$ cat config.mk
export PLATFORM = sky130hd
export DESIGN_NAME = hrsc_strap_config
export DESIGN_NICKNAME = d
export VERILOG_FILES = /design/src/hw/hrsc_pkg.sv /design/src/hw/hrsc_strap_config.sv
export SDC_FILE = /design/constraint.sdc
export NUM_CORES = 1
export LEC_CHECK = 0
export ABC_AREA = 1
export BUFFER_PORTS_ARGS = -buffer_cell sky130_fd_sc_hd__buf_4
export CAP_MARGIN = 20
export CORE_AREA = 2 2 97 99
export DETAILED_ROUTE_END_ITERATION = 8
export DIE_AREA = 0 0 99 101
export SYNTH_ARGS = -nofsm -noshare
export SYNTH_HDL_FRONTEND = slang
export SYNTH_SLANG_ARGS = --single-unit
$ cat constraint.sdc
create_clock -name clk_sys -period 2 [get_ports clk_sys]
set_clock_uncertainty 0.2 [all_clocks]
set_input_delay 0 -clock clk_sys [delete_from_list [all_inputs] [get_ports clk_sys]]
set_output_delay 0 -clock clk_sys [all_outputs]
set_load 0.005 [all_outputs]
$ cat src/hw/hrsc_pkg.sv
package hrsc_pkg;
    localparam int PORT_COUNT = 7;
    localparam logic [6:0] SMBUS_SLAVE_ADDR = 7'h2C;
    localparam int SYNC_STAGES = 3;

    typedef enum logic [1:0] {
        CFG_RESERVED = 2'b00,
        CFG_SMBUS = 2'b01,
        CFG_INTERNAL = 2'b10,
        CFG_EEPROM = 2'b11
    } hrsc_cfg_e;

    typedef struct packed {
        logic ledSupport;
        logic multiTranslator;
        logic gangedPower;
        logic powerPolarity;
        hrsc_cfg_e cfgSource;
    } hrsc_straps_s;

    // Power drive level for a wanted enable under a given polarity
    function automatic logic [6:0] hrscPowerLevel(input logic [6:0] enable, input logic polarity);
        return polarity ? enable : ~enable;
    endfunction

    // Pin level for a wanted LED state under active-high or active-low
    function automatic logic hrscLedLevel(input logic on, input logic activeLow);
        return activeLow ? ~on : on;
    endfunction
endpackage

$ cat src/hw/hrsc_strap_config.sv
`timescale 1ns/10ps
// Notes on behaviour
// - Internal default: port4 amber sampled for LED support
// - Low disables LED; high makes it active low
// - Port2 amber strap: single or multi translator
// - Port3 amber driven active low in every mode; undriven in reset
// - In reset, polarity strap sets power outputs off
// - Polarity latched at reset release, then kept
// - Polarity one active high, zero active low
// - Select pins latched; 00 reserved, 11 EEPROM
// - Code 01 selects SMBus slave at 0101100
// - Code 10 selects internal default straps
// - Power output at active level powers port
module hrsc_strap_config
    import hrsc_pkg::*;
(
    input wire logic clk_sys,
    input wire logic sys_rst,
    input wire logic resetPinN,
    input wire logic ledSupportStrap,
    input wire logic multiTranslatorStrap,
    input wire logic gangedPowerStrap,
    input wire logic powerPolarityStrap,
    input wire logic configSelectLo,
    input wire logic configSelectHi,
    input wire logic [6:0] overcurrentInN,
    input wire logic [6:0] portPowerReq,
    input wire logic [3:0] amberLedReq,
    output logic [6:0] portPowerOut,
    output logic [3:0] amberLedOut,
    output logic [3:0] amberLedOeN,
    output logic [6:0] overcurrentSeen,
    output hrsc_straps_s strapsOut,
    output logic smbusSlaveEn,
    output logic [6:0] smbusSlaveAddr,
    output logic eepromLoadEn,
    output logic internalCfgEn,
    output logic singleTranslator,
    output logic configValid
);
    // Three-stage synchronisers; stage 1 only feeds stage 2
    logic [SYNC_STAGES-1:0] rstSync_q, polSync_q;
    logic [SYNC_STAGES-1:0] ledSync_q, mttSync_q, gangSync_q, selLoSync_q, selHiSync_q;
    logic [6:0] ocS1_q, ocS2_q, ocS3_q;
    logic rstActive_q, inReset;
    logic releaseEdge;
    hrsc_straps_s straps_q;

    always_ff @(posedge clk_sys) begin
        if (sys_rst) begin
            rstSync_q <= '0;
            polSync_q <= '0;
            ledSync_q <= '0;
            mttSync_q <= '0;
            gangSync_q <= '0;
            selLoSync_q <= '0;
            selHiSync_q <= '0;
        end else begin
            rstSync_q <= {rstSync_q[1:0], resetPinN};
            polSync_q <= {polSync_q[1:0], powerPolarityStrap};
            ledSync_q <= {ledSync_q[1:0], ledSupportStrap};
            mttSync_q <= {mttSync_q[1:0], multiTranslatorStrap};
            gangSync_q <= {gangSync_q[1:0], gangedPowerStrap};
            selLoSync_q <= {selLoSync_q[1:0], configSelectLo};
            selHiSync_q <= {selHiSync_q[1:0], configSelectHi};
        end
    end

    // Reset pin level counts once stages two and three agree
    always_ff @(posedge clk_sys) begin
        if (sys_rst) begin
            rstActive_q <= 1'b1;
        end else if (rstSync_q[1] == rstSync_q[2]) begin
            rstActive_q <= ~rstSync_q[2];
        end
    end

    assign inReset = rstActive_q;
    assign releaseEdge = rstActive_q && rstSync_q[1] && rstSync_q[2];

    always_ff @(posedge clk_sys) begin
        if (sys_rst) begin
            straps_q <= '{ledSupport: 1'b0, multiTranslator: 1'b0, gangedPower: 1'b0,
                          powerPolarity: 1'b0, cfgSource: CFG_RESERVED};
        end else if (releaseEdge) begin
            straps_q.ledSupport <= ledSync_q[2];
            straps_q.multiTranslator <= mttSync_q[2];
            straps_q.gangedPower <= gangSync_q[2];
            straps_q.powerPolarity <= polSync_q[2];
            straps_q.cfgSource <= hrsc_cfg_e'({selHiSync_q[2], selLoSync_q[2]});
        end
    end

    // Overcurrent sampled; pins idle high when undriven
    // Set and clear need two agreeing stages, so a one-cycle glitch is ignored
    always_ff @(posedge clk_sys) begin
        if (sys_rst) begin
            ocS1_q <= 7'h7F;
            ocS2_q <= 7'h7F;
            ocS3_q <= 7'h7F;
            overcurrentSeen <= 7'h00;
        end else begin
            ocS1_q <= overcurrentInN;
            ocS2_q <= ocS1_q;
            ocS3_q <= ocS2_q;
            overcurrentSeen <= (~ocS2_q & ~ocS3_q) | (overcurrentSeen & ~(ocS2_q & ocS3_q));
        end
    end

    // Port power drive; in reset, live strap level forces all off
    always_ff @(posedge clk_sys) begin
        if (sys_rst) begin
            portPowerOut <= 7'h00;
        end else if (inReset) begin
            portPowerOut <= hrscPowerLevel(7'h00, polSync_q[2]);
        end else begin
            portPowerOut <= hrscPowerLevel(portPowerReq & ~overcurrentSeen, straps_q.powerPolarity);
        end
    end

    // Amber LEDs; index 0 is port 1
    logic internalMode;
    assign internalMode = (straps_q.cfgSource == CFG_INTERNAL);

    always_ff @(posedge clk_sys) begin
        if (sys_rst) begin
            amberLedOut <= 4'hF;
            amberLedOeN <= 4'hF;
        end else if (inReset) begin
            // Strap pins stay undriven so straps can be read
            amberLedOut <= 4'hF;
            amberLedOeN <= 4'hF;
        end else begin
            amberLedOut[0] <= hrscLedLevel(amberLedReq[0], !internalMode || straps_q.gangedPower);
            amberLedOut[1] <= hrscLedLevel(amberLedReq[1], !internalMode || straps_q.multiTranslator);
            amberLedOut[2] <= hrscLedLevel(amberLedReq[2], 1'b1);
            amberLedOut[3] <= hrscLedLevel(amberLedReq[3] && (!internalMode || straps_q.ledSupport), 1'b1);
            amberLedOeN <= 4'h0;
        end
    end

    always_ff @(posedge clk_sys) begin
        if (sys_rst) begin
            smbusSlaveEn <= 1'b0;
            smbusSlaveAddr <= 7'h00;
            eepromLoadEn <= 1'b0;
            internalCfgEn <= 1'b0;
            singleTranslator <= 1'b0;
            configValid <= 1'b0;
            strapsOut <= '0;
        end else begin
            smbusSlaveEn <= !inReset && straps_q.cfgSource == CFG_SMBUS;
            smbusSlaveAddr <= SMBUS_SLAVE_ADDR;
            eepromLoadEn <= !inReset && straps_q.cfgSource == CFG_EEPROM;
            internalCfgEn <= !inReset && internalMode;
            singleTranslator <= internalMode && !straps_q.multiTranslator;
            configValid <= !inReset && straps_q.cfgSource != CFG_RESERVED;
            strapsOut <= straps_q;
        end
    end

    chk_power_reset_off: assert property (@(posedge clk_sys) disable iff (sys_rst)
        inReset |=> portPowerOut == {7{~$past(polSync_q[2])}})
        else $error("Port power on during reset");
    chk_polarity_latch: assert property (@(posedge clk_sys) disable iff (sys_rst)
        releaseEdge |=> straps_q.powerPolarity == $past(polSync_q[2]))
        else $error("Polarity not latched");
    chk_power_level: assert property (@(posedge clk_sys) disable iff (sys_rst)
        !inReset && $stable(inReset) |=> portPowerOut ==
            $past(hrscPowerLevel(portPowerReq & ~overcurrentSeen, straps_q.powerPolarity)))
        else $error("Power level wrong");
    chk_port3_low: assert property (@(posedge clk_sys) disable iff (sys_rst)
        !inReset ##1 !inReset |-> amberLedOut[2] == !$past(amberLedReq[2]))
        else $error("Port3 LED not active low");
    chk_led_disabled: assert property (@(posedge clk_sys) disable iff (sys_rst)
        !inReset && internalMode && !straps_q.ledSupport ##1 !inReset |-> amberLedOut[3])
        else $error("Disabled LED lit");
    chk_straps_hold: assert property (@(posedge clk_sys) disable iff (sys_rst)
        !inReset |=> $stable(straps_q))
        else $error("Straps changed after release");
    chk_smbus_addr: assert property (@(posedge clk_sys) disable iff (sys_rst)
        smbusSlaveEn |-> smbusSlaveAddr == 7'h2C && straps_q.cfgSource == CFG_SMBUS)
        else $error("SMBus mode wrong");
    chk_cfg_select: assert property (@(posedge clk_sys) disable iff (sys_rst)
        releaseEdge |=> straps_q.cfgSource == hrsc_cfg_e'($past({selHiSync_q[2], selLoSync_q[2]})))
        else $error("Select not captured");
    chk_internal_mode: assert property (@(posedge clk_sys) disable iff (sys_rst)
        internalCfgEn |-> straps_q.cfgSource == CFG_INTERNAL && !smbusSlaveEn && !eepromLoadEn)
        else $error("Internal mode wrong");
    chk_port1_level: assert property (@(posedge clk_sys) disable iff (sys_rst)
        !inReset && internalMode && !straps_q.gangedPower ##1 !inReset |-> amberLedOut[0] == $past(amberLedReq[0]))
        else $error("Port1 LED not active high");
    chk_port2_level: assert property (@(posedge clk_sys) disable iff (sys_rst)
        !inReset && internalMode && !straps_q.multiTranslator ##1 !inReset |-> amberLedOut[1] == $past(amberLedReq[1]))
        else $error("Port2 LED not active high");
    chk_oe_reset: assert property (@(posedge clk_sys) disable iff (sys_rst)
        inReset |=> amberLedOeN == 4'hF)
        else $error("Strap pin driven during reset");
    chk_oe_release: assert property (@(posedge clk_sys) disable iff (sys_rst)
        !inReset |=> amberLedOeN == 4'h0)
        else $error("LED pin not driven after release");

    // Per-port power and a disabled LED only arise under internal mode
    cov_release: cover property (@(posedge clk_sys) releaseEdge);
    cov_internal: cover property (@(posedge clk_sys) internalCfgEn && singleTranslator);
    cov_eeprom: cover property (@(posedge clk_sys) eepromLoadEn);
    cov_per_port: cover property (@(posedge clk_sys) internalCfgEn && !strapsOut.gangedPower);
    cov_led_off: cover property (@(posedge clk_sys) internalCfgEn && !strapsOut.ledSupport);
endmodule

==> results of run 1 <==
[metrics by stage]
step           setup slack, ns  cell area [um^2]
2_1_floorplan            0.895              2640
3_3_place_gp             0.598              3120
3_5_place_dp             0.506              3120
4_1_cts                  0.406              3680
5_1_grt                  0.265              3680
6_report                 0.423              3680
[metal layers]
| layer | up-vias | track usage |
|---|---|---|
| met3 | 14 | 0.0284 |
| li1 | 1070 | - |
| met5 | - | 0 |
| met1 | 836 | 0.124 |
| met2 | 57 | 0.162 |
| met4 | 0 | 0.0674 |
[repair_timing]
item	4_1_cts	5_1_grt
hold buffers	33	0
gates resized for setup	0	0
hold endpoints to repair	45	0
[worst max-delay path, stage by stage]
cell and delay (ns):
sky130_fd_sc_hd__dlygate4sd3_1 0.52, sky130_fd_sc_hd__buf_4 0.41, sky130_fd_sc_hd__inv_2 0.24, sky130_fd_sc_hd__nand3_1 0.30, sky130_fd_sc_hd__nand2_1 0.11
[final cells by class]
type	count	share of cell area
multi-input cells	154	0.198
well taps	111	0.0378
clock buffers	12	0.0422
flip-flops and latches	80	0.435
clock inverters	4	0.0207
inverters	49	0.0500
repair buffers	95	0.216
[state kept, by name (all words and copies together), names as in the netlist, 3 cells and up]
name / flops
portPowerOut: 7
polSync_q: 3
ledSync_q: 3
selLoSync_q: 3
selHiSync_q: 3
ocS1_q: 7
overcurrentSeen: 7
gangSync_q: 3
ocS3_q: 7
strapsOut: 6
rstSync_q: 3
ocS2_q: 7
mttSync_q: 3
straps_q: 6
amberLedOut: 4
[final timing paths]
check / endpoint / slack (ns) / cells after the start
worst max-delay path: portPowerOut[1] / 0.42 / 5
worst max register to register: internalCfgEn / 0.52 / 3
worst min register to register: ledSync_q[1] / 0.20 / 2
worst min-delay path: amberLedOut[2] / 0.16 / 3
[logic make-up (layout without fill, tap and decap cells)]
family	count (synthesis)	count (layout)	share of synthesized area
AOI/OAI and AO/OA	9	9	0.0181
buffers and inverters	70	160	0.119
DFF	80	80	0.609
other	1	4	0.00143
and+or+nand+nor	141	141	0.252
[power breakdown]
part | internal, mW | leakage [nW] | switching (mW)
Clock | 0.774 | 0.113 | 0.553
Combinational | 0.118 | 0.918 | 0.0732
Sequential | 1.64 | 0.656 | 0.0159
[synthesized netlist by cell type]
cell type                   n
sky130_fd_sc_hd__nand3_2    1
sky130_fd_sc_hd__nand3_1   21
sky130_fd_sc_hd__clkbuf_1   2
sky130_fd_sc_hd__nand4_1    7
sky130_fd_sc_hd__o211ai_1   1
sky130_fd_sc_hd__or2_1      7
sky130_fd_sc_hd__nand3b_1   7
sky130_fd_sc_hd__inv_2      2
sky130_fd_sc_hd__a21oi_1    1
sky130_fd_sc_hd__dfxtp_1   80
sky130_fd_sc_hd__buf_2      8
sky130_fd_sc_hd__nand2_1   46
sky130_fd_sc_hd__inv_1     46
sky130_fd_sc_hd__nor2_2     1
sky130_fd_sc_hd__o21ai_1    7
sky130_fd_sc_hd__nor2_1    34
sky130_fd_sc_hd__buf_4     11
sky130_fd_sc_hd__nor3_1     3
sky130_fd_sc_hd__conb_1     1
sky130_fd_sc_hd__clkinv_1   1
sky130_fd_sc_hd__or2_2     14
==> results.rst, run 1 <==
.. list-table::
   :header-rows: 1

   * - Metric
     - Value
   * - Final Net Count
     - 416
   * - Core area
     - 0.00898 mm^2
   * - Number of antenna repair diodes
     - 0
   * - Total via count in the routed design
     - 1977
   * - DR iter-0 viols
     - 60
   * - Kind of start point of the critical path
     - input port
   * - Synth area leader
     - sky130_fd_sc_hd__dfxtp_1
   * - Number of antenna violations at the first check in global routing
     - 0
   * - Ys Warns
     - 0
   * - Post-synth cell types
     - 21
   * - Clock sink total
     - 80
   * - Number of setup buffers added after CTS
     - 0
   * - DP Cell Count
     - 456
   * - Setup_tns
     - 0 ns
   * - Total die area
     - 0.0100 mm^2
   * - Clock tree from TritonCTS
     - built
   * - # rows
     - 35
   * - Vias in the first global route
     - 1831
   * - Static leakage
     - 1.69 nW
   * - Vias per std cell
     - 3.91
   * - Reg clk slew, reported paths
     - 0.08 ns
   * - Total of buffers placed on input and output ports
     - 62
   * - Share of the synthesized area in the top cell type
     - 0.609
   * - Share of synthesized area occupied by flip-flops and latches
     - 0.609
   * - Worst min-delay path class
     - in -> reg
   * - CTS root buffer
     - sky130_fd_sc_hd__clkbuf_8
   * - Residual DRC
     - 0
   * - Power Total
     - 3.17 mW
   * - Startpoint of the lowest-slack register-to-register path
     - inReset
   * - Overall die height
     - 101 um
   * - Later-pin clock latency in the skew report
     - approximately 0.35 ns
   * - Kind of end point of the critical path
     - register
   * - Hold wc startpoint
     - amberLedReq[2]
   * - First-pass GRT wire length
     - 8010 um
   * - Number of cells in the finished layout apart from fillers
     - between 500 and 600
   * - Total global routing track utilization
     - 0.103
   * - Worst EP arrival
     - 1.61 ns
   * - Largest net degree at the start of global routing
     - 51
   * - Met3 wire len
     - a little under 300 um
   * - Worst Setup Path Type
     - in -> reg
   * - Cell count after synthesis
     - 301
   * - Minimum hold slack
     - 0.163 ns
   * - Most common cell after layout, fill and taps aside
     - sky130_fd_sc_hd__dfxtp_1
   * - Placed wire-length estimate after detailed placement
     - between 3000 and 4000 um
   * - Initial core utilization
     - 0.293
   * - Unrepaired setup endpoints after global routing
     - no
   * - Relative area change from synthesis to final layout
     - 39.8%
   * - Post-synth design cell area
     - 0.00263 mm^2
   * - Final period utilization
     - 0.788
   * - Post-layout util
     - 0.410
   * - Total power per unit cell area
     - 862 mW/mm^2
   * - Run status
     - finished, final reports clean
   * - Maximum clock rate
     - 634 MHz
   * - Multi-input gate area in the final layout
     - 727 um^2
   * - Placer Congestion
     - 0.708
   * - Most used cells in the layout excluding fill and tap cells
     - 80 x sky130_fd_sc_hd__dfxtp_1, 62 x sky130_fd_sc_hd__buf_4, 46 x sky130_fd_sc_hd__inv_1, 46 x sky130_fd_sc_hd__nand2_1, 34 x sky130_fd_sc_hd__nor2_1
   * - Number of storage elements in the synthesis netlist
     - 80
   * - CP Data Required Time
     - 2.03 ns
   * - Overall die width
     - between 90 and 100 um
   * - Share of layout cells above drive strength 1
     - 0.241
   * - Post-layout min period
     - 1.58 ns
   * - WL met1
     - 2270 um
   * - Number of clock buffers inserted by TritonCTS
     - 9
   * - Top Metal Used
     - met4
   * - Filler instances
     - 901
   * - Critical path origin
     - sys_rst
   * - Number of primary I/O pins
     - 67
   * - H-tree levels
     - 3
   * - Routed length on met2
     - 2180 um
   * - Count of max-cap constraint violations
     - 0
   * - Antenna Nets Post-Route
     - 0
   * - Total congestion overflow
     - 0
   * - Number of pins exceeding their max-slew limit in the final report
     - 0
   * - Number of optimization iterations in the first detailed-route pass
     - 6
   * - Worst voltage drop across the vdd grid
     - 0.000321 V
   * - Hold violation count in the final report
     - 0
   * - Average wire per standard cell
     - 9.71 um
   * - Final Setup Violations
     - 0
   * - Area used by sequential logic in the layout
     - between 0.0015 and 0.002 mm^2
   * - Maximum fanout along the worst path
     - 50
   * - Deepest clock path buffer count
     - 2
   * - Final WL
     - 4900 um
   * - Dominant cells by area after synthesis
     - sky130_fd_sc_hd__dfxtp_1 61%, sky130_fd_sc_hd__inv_1 6.6%, sky130_fd_sc_hd__nand2_1 6.6%
   * - Per-instance average area after synthesis
     - 8.74 um^2
(Power assumes the default switching activity.)
==> run 2, diff against run 1 <==
- clock period: 2 -> 1.5 ns (I/O delays scaled with it)
==> results.rst, run 2 (synthesized netlist as in run 1, its figures left out) <==
.. list-table::
   :header-rows: 1

   * - Metric
     - Value
   * - Run status
     - finished, final reports clean
   * - Final period utilization
     - 0.961
   * - Pre-CTS WS
     - 0.256 ns (-0.250 ns)
   * - Vias in the first global route
     - 1839 (+0.44%)
   * - Later-pin clock latency in the skew report
     - 0.34 ns (about the same)
   * - Number of clock buffers inserted by TritonCTS
     - 9 (unchanged)
   * - Number of antenna repair diodes
     - 0 (unchanged)
   * - Overall die height
     - 101 um (unchanged)
   * - Hold Path Stages
     - 3 (unchanged)
   * - Clock sink total
     - 80 (unchanged)
   * - CP most frequent cell
     - sky130_fd_sc_hd__dlygate4sd3_1
   * - Number of primary I/O pins
     - 67 (unchanged)
   * - Worst EP arrival
     - 1.47 ns (-0.14 ns)
   * - Final WL
     - 4880 um (-0.43%)
   * - CP peak stage delay
     - 0.55 ns (+0.03 ns)
   * - Final Setup Violations
     - 0 (unchanged)
   * - First-pass GRT wire length
     - 8020 um (about the same)
   * - Cell count of the worst reg-to-reg path
     - 2 (-1)
   * - Antenna Nets Post-Route
     - 0 (unchanged)
   * - Core area
     - 0.00898 mm^2 (unchanged)
   * - Total of buffers placed on input and output ports
     - 62 (unchanged)
   * - Most common cell after layout, fill and taps aside
     - sky130_fd_sc_hd__dfxtp_1
   * - Crit-path slowest cell
     - sky130_fd_sc_hd__dlygate4sd3_1
   * - Number of optimization iterations in the first detailed-route pass
     - 4 (-2)
   * - H-tree levels
     - 3 (unchanged)
   * - Total die area
     - 0.0100 mm^2 (unchanged)
   * - Number of antenna violations at the first check in global routing
     - 0 (unchanged)
   * - Maximum clock rate
     - 694 MHz
   * - Most used cells in the layout excluding fill and tap cells
     - 80 x sky130_fd_sc_hd__dfxtp_1, 66 x sky130_fd_sc_hd__buf_4, 46 x sky130_fd_sc_hd__inv_1, 46 x sky130_fd_sc_hd__nand2_1, 40 x sky130_fd_sc_hd__dlygate4sd3_1
   * - Kind of end point of the critical path
     - register
   * - Total global routing track utilization
     - 0.103 (-0.000352)
   * - CP Data Required Time
     - 1.53 ns (-0.50 ns)
   * - Worst min-delay path class
     - in -> reg
   * - Total power per unit cell area
     - 1030 mW/mm^2 (+19%)
   * - Share of layout cells above drive strength 1
     - 0.242 (+0.000859)
   * - Placer Congestion
     - 0.730 (+3.2%)
   * - Overall die width
     - 99 um (unchanged)
   * - Vias per std cell
     - 3.89 (-0.75%)
   * - Family with the most delay on the worst path
     - buffers and inverters
   * - Relative area change from synthesis to final layout
     - 41.8%
   * - Reg clk slew, reported paths
     - 0.07 ns (about the same)
   * - Number of setup buffers added after CTS
     - 0 (unchanged)
   * - Deepest clock path buffer count
     - 2 (unchanged)
   * - Post-route setup slack
     - 0.0588 ns (-0.365 ns)
   * - Worst voltage drop across the vdd grid
     - 0.000360 V (+12%)
   * - Kind of start point of the critical path
     - input port
   * - Total via count in the routed design
     - 2005 (+1.4%)
   * - Clock tree from TritonCTS
     - built
   * - Setup_tns
     - 0 ns (unchanged)
   * - Unrepaired setup endpoints after global routing
     - no
   * - Cells along the critical path
     - dlygate4sd3_1 -> buf_4 -> or2_2 -> dlygate4sd3_1
   * - Number of buffers and inverters on the critical path
     - 3 (unchanged)
   * - Placed wire-length estimate after detailed placement
     - 3270 um (+0.54%)
   * - Initial core utilization
     - 0.293 (unchanged)
   * - Average wire per standard cell
     - 9.46 um (-2.6%)
   * - CTS root buffer
     - sky130_fd_sc_hd__clkbuf_8
   * - Largest net degree at the start of global routing
     - 23 (-55%)
   * - Maximum fanout along the worst path
     - 1 (-98%)
   * - Power Total
     - 3.85 mW (+21%)
   * - Measured slew at the worst slew-check pin
     - 0.518 ns
   * - Final Net Count
     - 428 (+2.9%)
   * - # rows
     - 35 (unchanged)
   * - Critical Path Stages
     - 4 (-1)
   * - DR iter-0 viols
     - 58 (-3.3%)
   * - Hold violation count in the final report
     - 0 (unchanged)
   * - Post-layout min period
     - around 1.4 ns
   * - Relative max-transition margin
     - 0.655
   * - Count of max-cap constraint violations
     - 0 (unchanged)
   * - Total congestion overflow
     - 0 (unchanged)
   * - Static leakage
     - 1.70 nW (+1.1%)
   * - Residual DRC
     - 0 (unchanged)
   * - Worst Setup Path Type
     - in -> reg
   * - Number of pins exceeding their max-slew limit in the final report
     - 0 (unchanged)
==> run 2: cell count changes in the layout (fill, tap and decap cells not counted) <==
cell                             change
sky130_fd_sc_hd__dlymetal6s4s_1      +1
sky130_fd_sc_hd__clkinv_2            +2
sky130_fd_sc_hd__clkinv_4            -1
sky130_fd_sc_hd__bufinv_16           -2
sky130_fd_sc_hd__buf_4               +4
sky130_fd_sc_hd__dlygate4sd3_1       +7
==> run 2: per-stage QoR <==
step / utilization / hold WS (ns) / instances / cell area (um^2)
3_3_place_gp: 0.351 / -0.0316 / 460 / 3150
4_1_cts: 0.415 / 0.163 / 516 / 3730
5_1_grt: 0.416 / 0.172 / 516 / 3730
3_5_place_dp: 0.351 / -0.0249 / 460 / 3150
6_report: 0.416 / 0.184 / 516 / 3730
2_1_floorplan: - / -0.131 / 304 / 2640
==> run 2: repair_timing <==
item                                    in CTS  in global routing
gates resized for setup                      0                  1
endpoints found under the setup margin       0                  7
hold buffers                                41                  0
hold endpoints to repair                    52                  0
==> run 2: area by class of cell <==
type                    instances  area, um^2
fillers                       906        5250
flip-flops and latches         80        1600
repair buffers                107         908
multi-input cells             154         727
inverters                      49         184
clock buffers                  12         155
well taps                     111         139
clock inverters                 3        17.5
==> run 2: final timing paths <==
kind                startpoint              to  slack (ns)
min reg2reg     selLoSync_q[0]  selLoSync_q[1]        0.20
min             amberLedReq[2]  amberLedOut[2]        0.18
max reg2reg          ocS1_q[4]       ocS2_q[4]        0.08
max          overcurrentInN[6]       ocS1_q[6]        0.06
==> run 2: routing by layer <==
layer  vias up  GRT usage  routed length (um)  share of wire
met3        10     0.0298                 325          0.067
met1       846      0.121                2260           0.46
met2        58      0.161                2170           0.44
li1       1091          -                   -              -
met4         0     0.0695                 130          0.027
met5         -          0                   0              0
==> run 2: worst reg2reg max path, cell delays in order (launching register included) <==
cell	delay [ns]
sky130_fd_sc_hd__dfxtp_1	0.30
sky130_fd_sc_hd__or2_2	0.26
sky130_fd_sc_hd__dlygate4sd3_1	0.55
==> run 2: power breakdown <==
group          switching (mW)  leakage (nW)  internal (mW)
clock                   0.694        0.0882          0.677
sequential             0.0200         0.656           2.18
combinational           0.102         0.961          0.169
==> run 3, diff against run 2 <==
- clock period: 1.5 -> 1.4 ns (I/O delays scaled with it)
==> results.rst, run 3 (synthesized netlist as in run 1, its figures left out) <==
.. list-table::
   :header-rows: 1

   * - Metric
     - Value
   * - Run status
     - finished, final reports clean
   * - Largest net degree at the start of global routing
     - 30 (+30%)
   * - Number of buffers and inverters on the critical path
     - 3 (unchanged)
   * - Number of setup buffers added after CTS
     - 0 (unchanged)
   * - Power share of the sequential group
     - 0.546 (-0.027)
   * - Crit-path slowest cell
     - sky130_fd_sc_hd__dlygate4sd3_1
   * - # rows
     - 35 (unchanged)
   * - Relative area change from synthesis to final layout
     - 37.2%
   * - Clock tree from TritonCTS
     - built
   * - Vias in the first global route
     - 1875 (+2.0%)
   * - Net switching power
     - 0.982 mW (+20%)
   * - Vias per std cell
     - 3.91 (+0.64%)
   * - Post-layout util
     - 0.402 (-0.0135)
   * - Later-pin clock latency in the skew report
     - 0.35 ns (about the same)
   * - DP Cell Count
     - 460 (unchanged)
   * - Number of cells in the finished layout apart from fillers
     - 502 (-2.7%)
   * - Most common cell after layout, fill and taps aside
     - sky130_fd_sc_hd__dfxtp_1
   * - CP Data Required Time
     - 1.43 ns (-0.10 ns)
   * - Number of antenna violations at the first check in global routing
     - 0 (unchanged)
   * - Maximum clock rate
     - around 810 MHz
   * - DR iter-0 viols
     - 59 (+1.7%)
   * - Top Metal Used
     - met4
   * - First-pass GRT wire length
     - 8130 um (+1.4%)
   * - Worst R2R Setup Slack
     - 0.23 ns (+0.15 ns)
   * - Number of optimization iterations in the first detailed-route pass
     - 5 (+1)
   * - Kind of end point of the critical path
     - register
   * - Startpoint of the lowest-slack register-to-register path
     - rstSync_q[1]
   * - H-tree levels
     - 3 (unchanged)
   * - Total power per unit cell area
     - 1200 mW/mm^2 (+16%)
   * - Share of layout cells above drive strength 1
     - 0.256 (+0.0138)
   * - Core area
     - 0.00898 mm^2 (unchanged)
   * - Internal power of the cells
     - 3.34 mW (+10%)
   * - Reg clk slew, reported paths
     - 0.08 ns (about the same)
   * - Total via count in the routed design
     - 1963 (-2.1%)
   * - Kind of start point of the critical path
     - input port
   * - Total congestion overflow
     - 0 (unchanged)
   * - Hold violation count in the final report
     - 0 (unchanged)
   * - Family with the most delay on the worst path
     - buffers and inverters
   * - Final Setup Violations
     - 0 (unchanged)
   * - Worst min-delay path class
     - in -> reg
   * - Switching power as a share of total power
     - 0.227 (+0.0151)
   * - Post-layout min period
     - between 1 and 1.5 ns
   * - Total global routing track utilization
     - 0.102 (-0.000232)
   * - Deepest clock path buffer count
     - 2 (unchanged)
   * - Total of buffers placed on input and output ports
     - 62 (unchanged)
   * - Critical path origin
     - sys_rst
   * - Critical Path Stages
     - 5 (+1)
   * - Final Net Count
     - 413 (-3.5%)
   * - Overall die width
     - 99 um (unchanged)
   * - Number of pins exceeding their max-slew limit in the final report
     - 0 (unchanged)
   * - Overall die height
     - 101 um (unchanged)
   * - Number of primary I/O pins
     - 67 (unchanged)
   * - Clock sink total
     - 80 (unchanged)
   * - Portion of total power attributed to the clock network
     - 0.393 (+0.037)
   * - Antenna Nets Post-Route
     - 0 (unchanged)
   * - Worst Setup Path Type
     - in -> reg
   * - Cell count of the worst reg-to-reg path
     - 3 (+1)
   * - Cells along the critical path
     - dlygate4sd3_1 -> buf_4 -> inv_4 -> nand3_1 -> nand2_1
   * - Routed length on met2
     - 2050 um (-5.6%)
   * - Total die area
     - 0.0100 mm^2 (unchanged)
   * - Met3 wire len
     - 269 um (-17%)
   * - Average wire per standard cell
     - 9.45 um (-0.14%)
   * - Worst voltage drop across the vdd grid
     - 0.000527 V (+46%)
   * - Final WL
     - 4740 um (-2.8%)
   * - Number of antenna repair diodes
     - 0 (unchanged)
   * - Placer Congestion
     - 0.744 (+1.9%)
   * - CP peak stage delay
     - 0.52 ns (-0.03 ns)
   * - Worst EP arrival
     - 1.26 ns (-0.21 ns)
   * - Number of clock buffers inserted by TritonCTS
     - 9 (unchanged)
   * - Count of max-cap constraint violations
     - 0 (unchanged)
   * - Final period utilization
     - 0.877
   * - Minimum hold slack
     - 0.173 ns (-0.0107 ns)
   * - Setup_tns
     - 0 ns (unchanged)
   * - Combinational share of power
     - 0.061 (-0.009)
   * - Most used cells in the layout excluding fill and tap cells
     - 80 x sky130_fd_sc_hd__dfxtp_1, 66 x sky130_fd_sc_hd__buf_4, 46 x sky130_fd_sc_hd__inv_1, 46 x sky130_fd_sc_hd__nand2_1, 34 x sky130_fd_sc_hd__nor2_1
   * - Capturing instance or port of the critical path
     - portPowerOut[2]
   * - Maximum fanout along the worst path
     - 29 (+28)
   * - RR Endpoint
     - straps_q[0]
   * - CTS root buffer
     - sky130_fd_sc_hd__clkbuf_8
   * - Placed wire-length estimate after detailed placement
     - 3280 um (+0.14%)
   * - Static leakage
     - 1.65 nW (-3.0%)
   * - Unrepaired setup endpoints after global routing
     - no
   * - WL met1
     - 2300 um (+1.6%)
   * - Residual DRC
     - 0 (unchanged)
   * - Initial core utilization
     - 0.293 (unchanged)
[run 3: what timing repair did]
action,CTS,global route
hold buffers,26,0
resized for setup,0,1
hold endpoints to repair,52,0
endpoints found under the setup margin,0,1
[run 3: area by class of cell]
class / count / area [um^2]
clock buffers: 9 / 124
clock inverters: 7 / 77.6
fillers: 896 / 5370
inverters: 49 / 186
multi-input cells: 154 / 727
flip-flops and latches: 80 / 1600
well taps: 111 / 139
repair buffers: 92 / 756
[run 3: tightest hold or removal path: stages]
cell	delay (ns)
sky130_fd_sc_hd__dlygate4sd3_1	0.52
sky130_fd_sc_hd__buf_4	0.09
sky130_fd_sc_hd__or2_2	0.08
[run 3: power groups by stage]
stage / Combinational [mW] / Clock, mW / Sequential (mW)
global route: 0.297 / 1.86 / 2.37
finish: 0.264 / 1.70 / 2.36
CTS: 0.267 / 1.76 / 2.36
detailed placement: 0.209 / 0 / 2.42
global placement: 0.207 / 0 / 2.41
floorplan: 0.116 / 0 / 2.41
[run 3: metrics by stage]
step	setup WS [ns]	cell area [um^2]	power (mW)
6_report	0.172	3610	4.32
5_1_grt	0.0411	3610	4.53
4_1_cts	0.109	3610	4.39
3_5_place_dp	0.248	3150	2.62
3_3_place_gp	0.251	3150	2.62
2_1_floorplan	0.295	2640	2.52
[run 3: per-layer routing]
metal / vias to the layer above / global-route usage
li1: 1065 / -
met1: 836 / 0.124
met2: 51 / 0.161
met3: 11 / 0.0264
met4: 0 / 0.0685
met5: - / 0
[run 3: worst min path at each step]
stage	startpoint	end	slack [ns]	cells past startpoint
global route	overcurrentInN[0]	ocS1_q[0]	0.17	3
global placement	amberLedReq[2]	amberLedOut[2]	-0.03	2
detailed placement	amberLedReq[2]	amberLedOut[2]	-0.01	2
floorplan	amberLedReq[2]	amberLedOut[2]	-0.13	1
CTS	overcurrentInN[0]	ocS1_q[0]	0.16	3
finish	overcurrentInN[0]	ocS1_q[0]	0.17	3
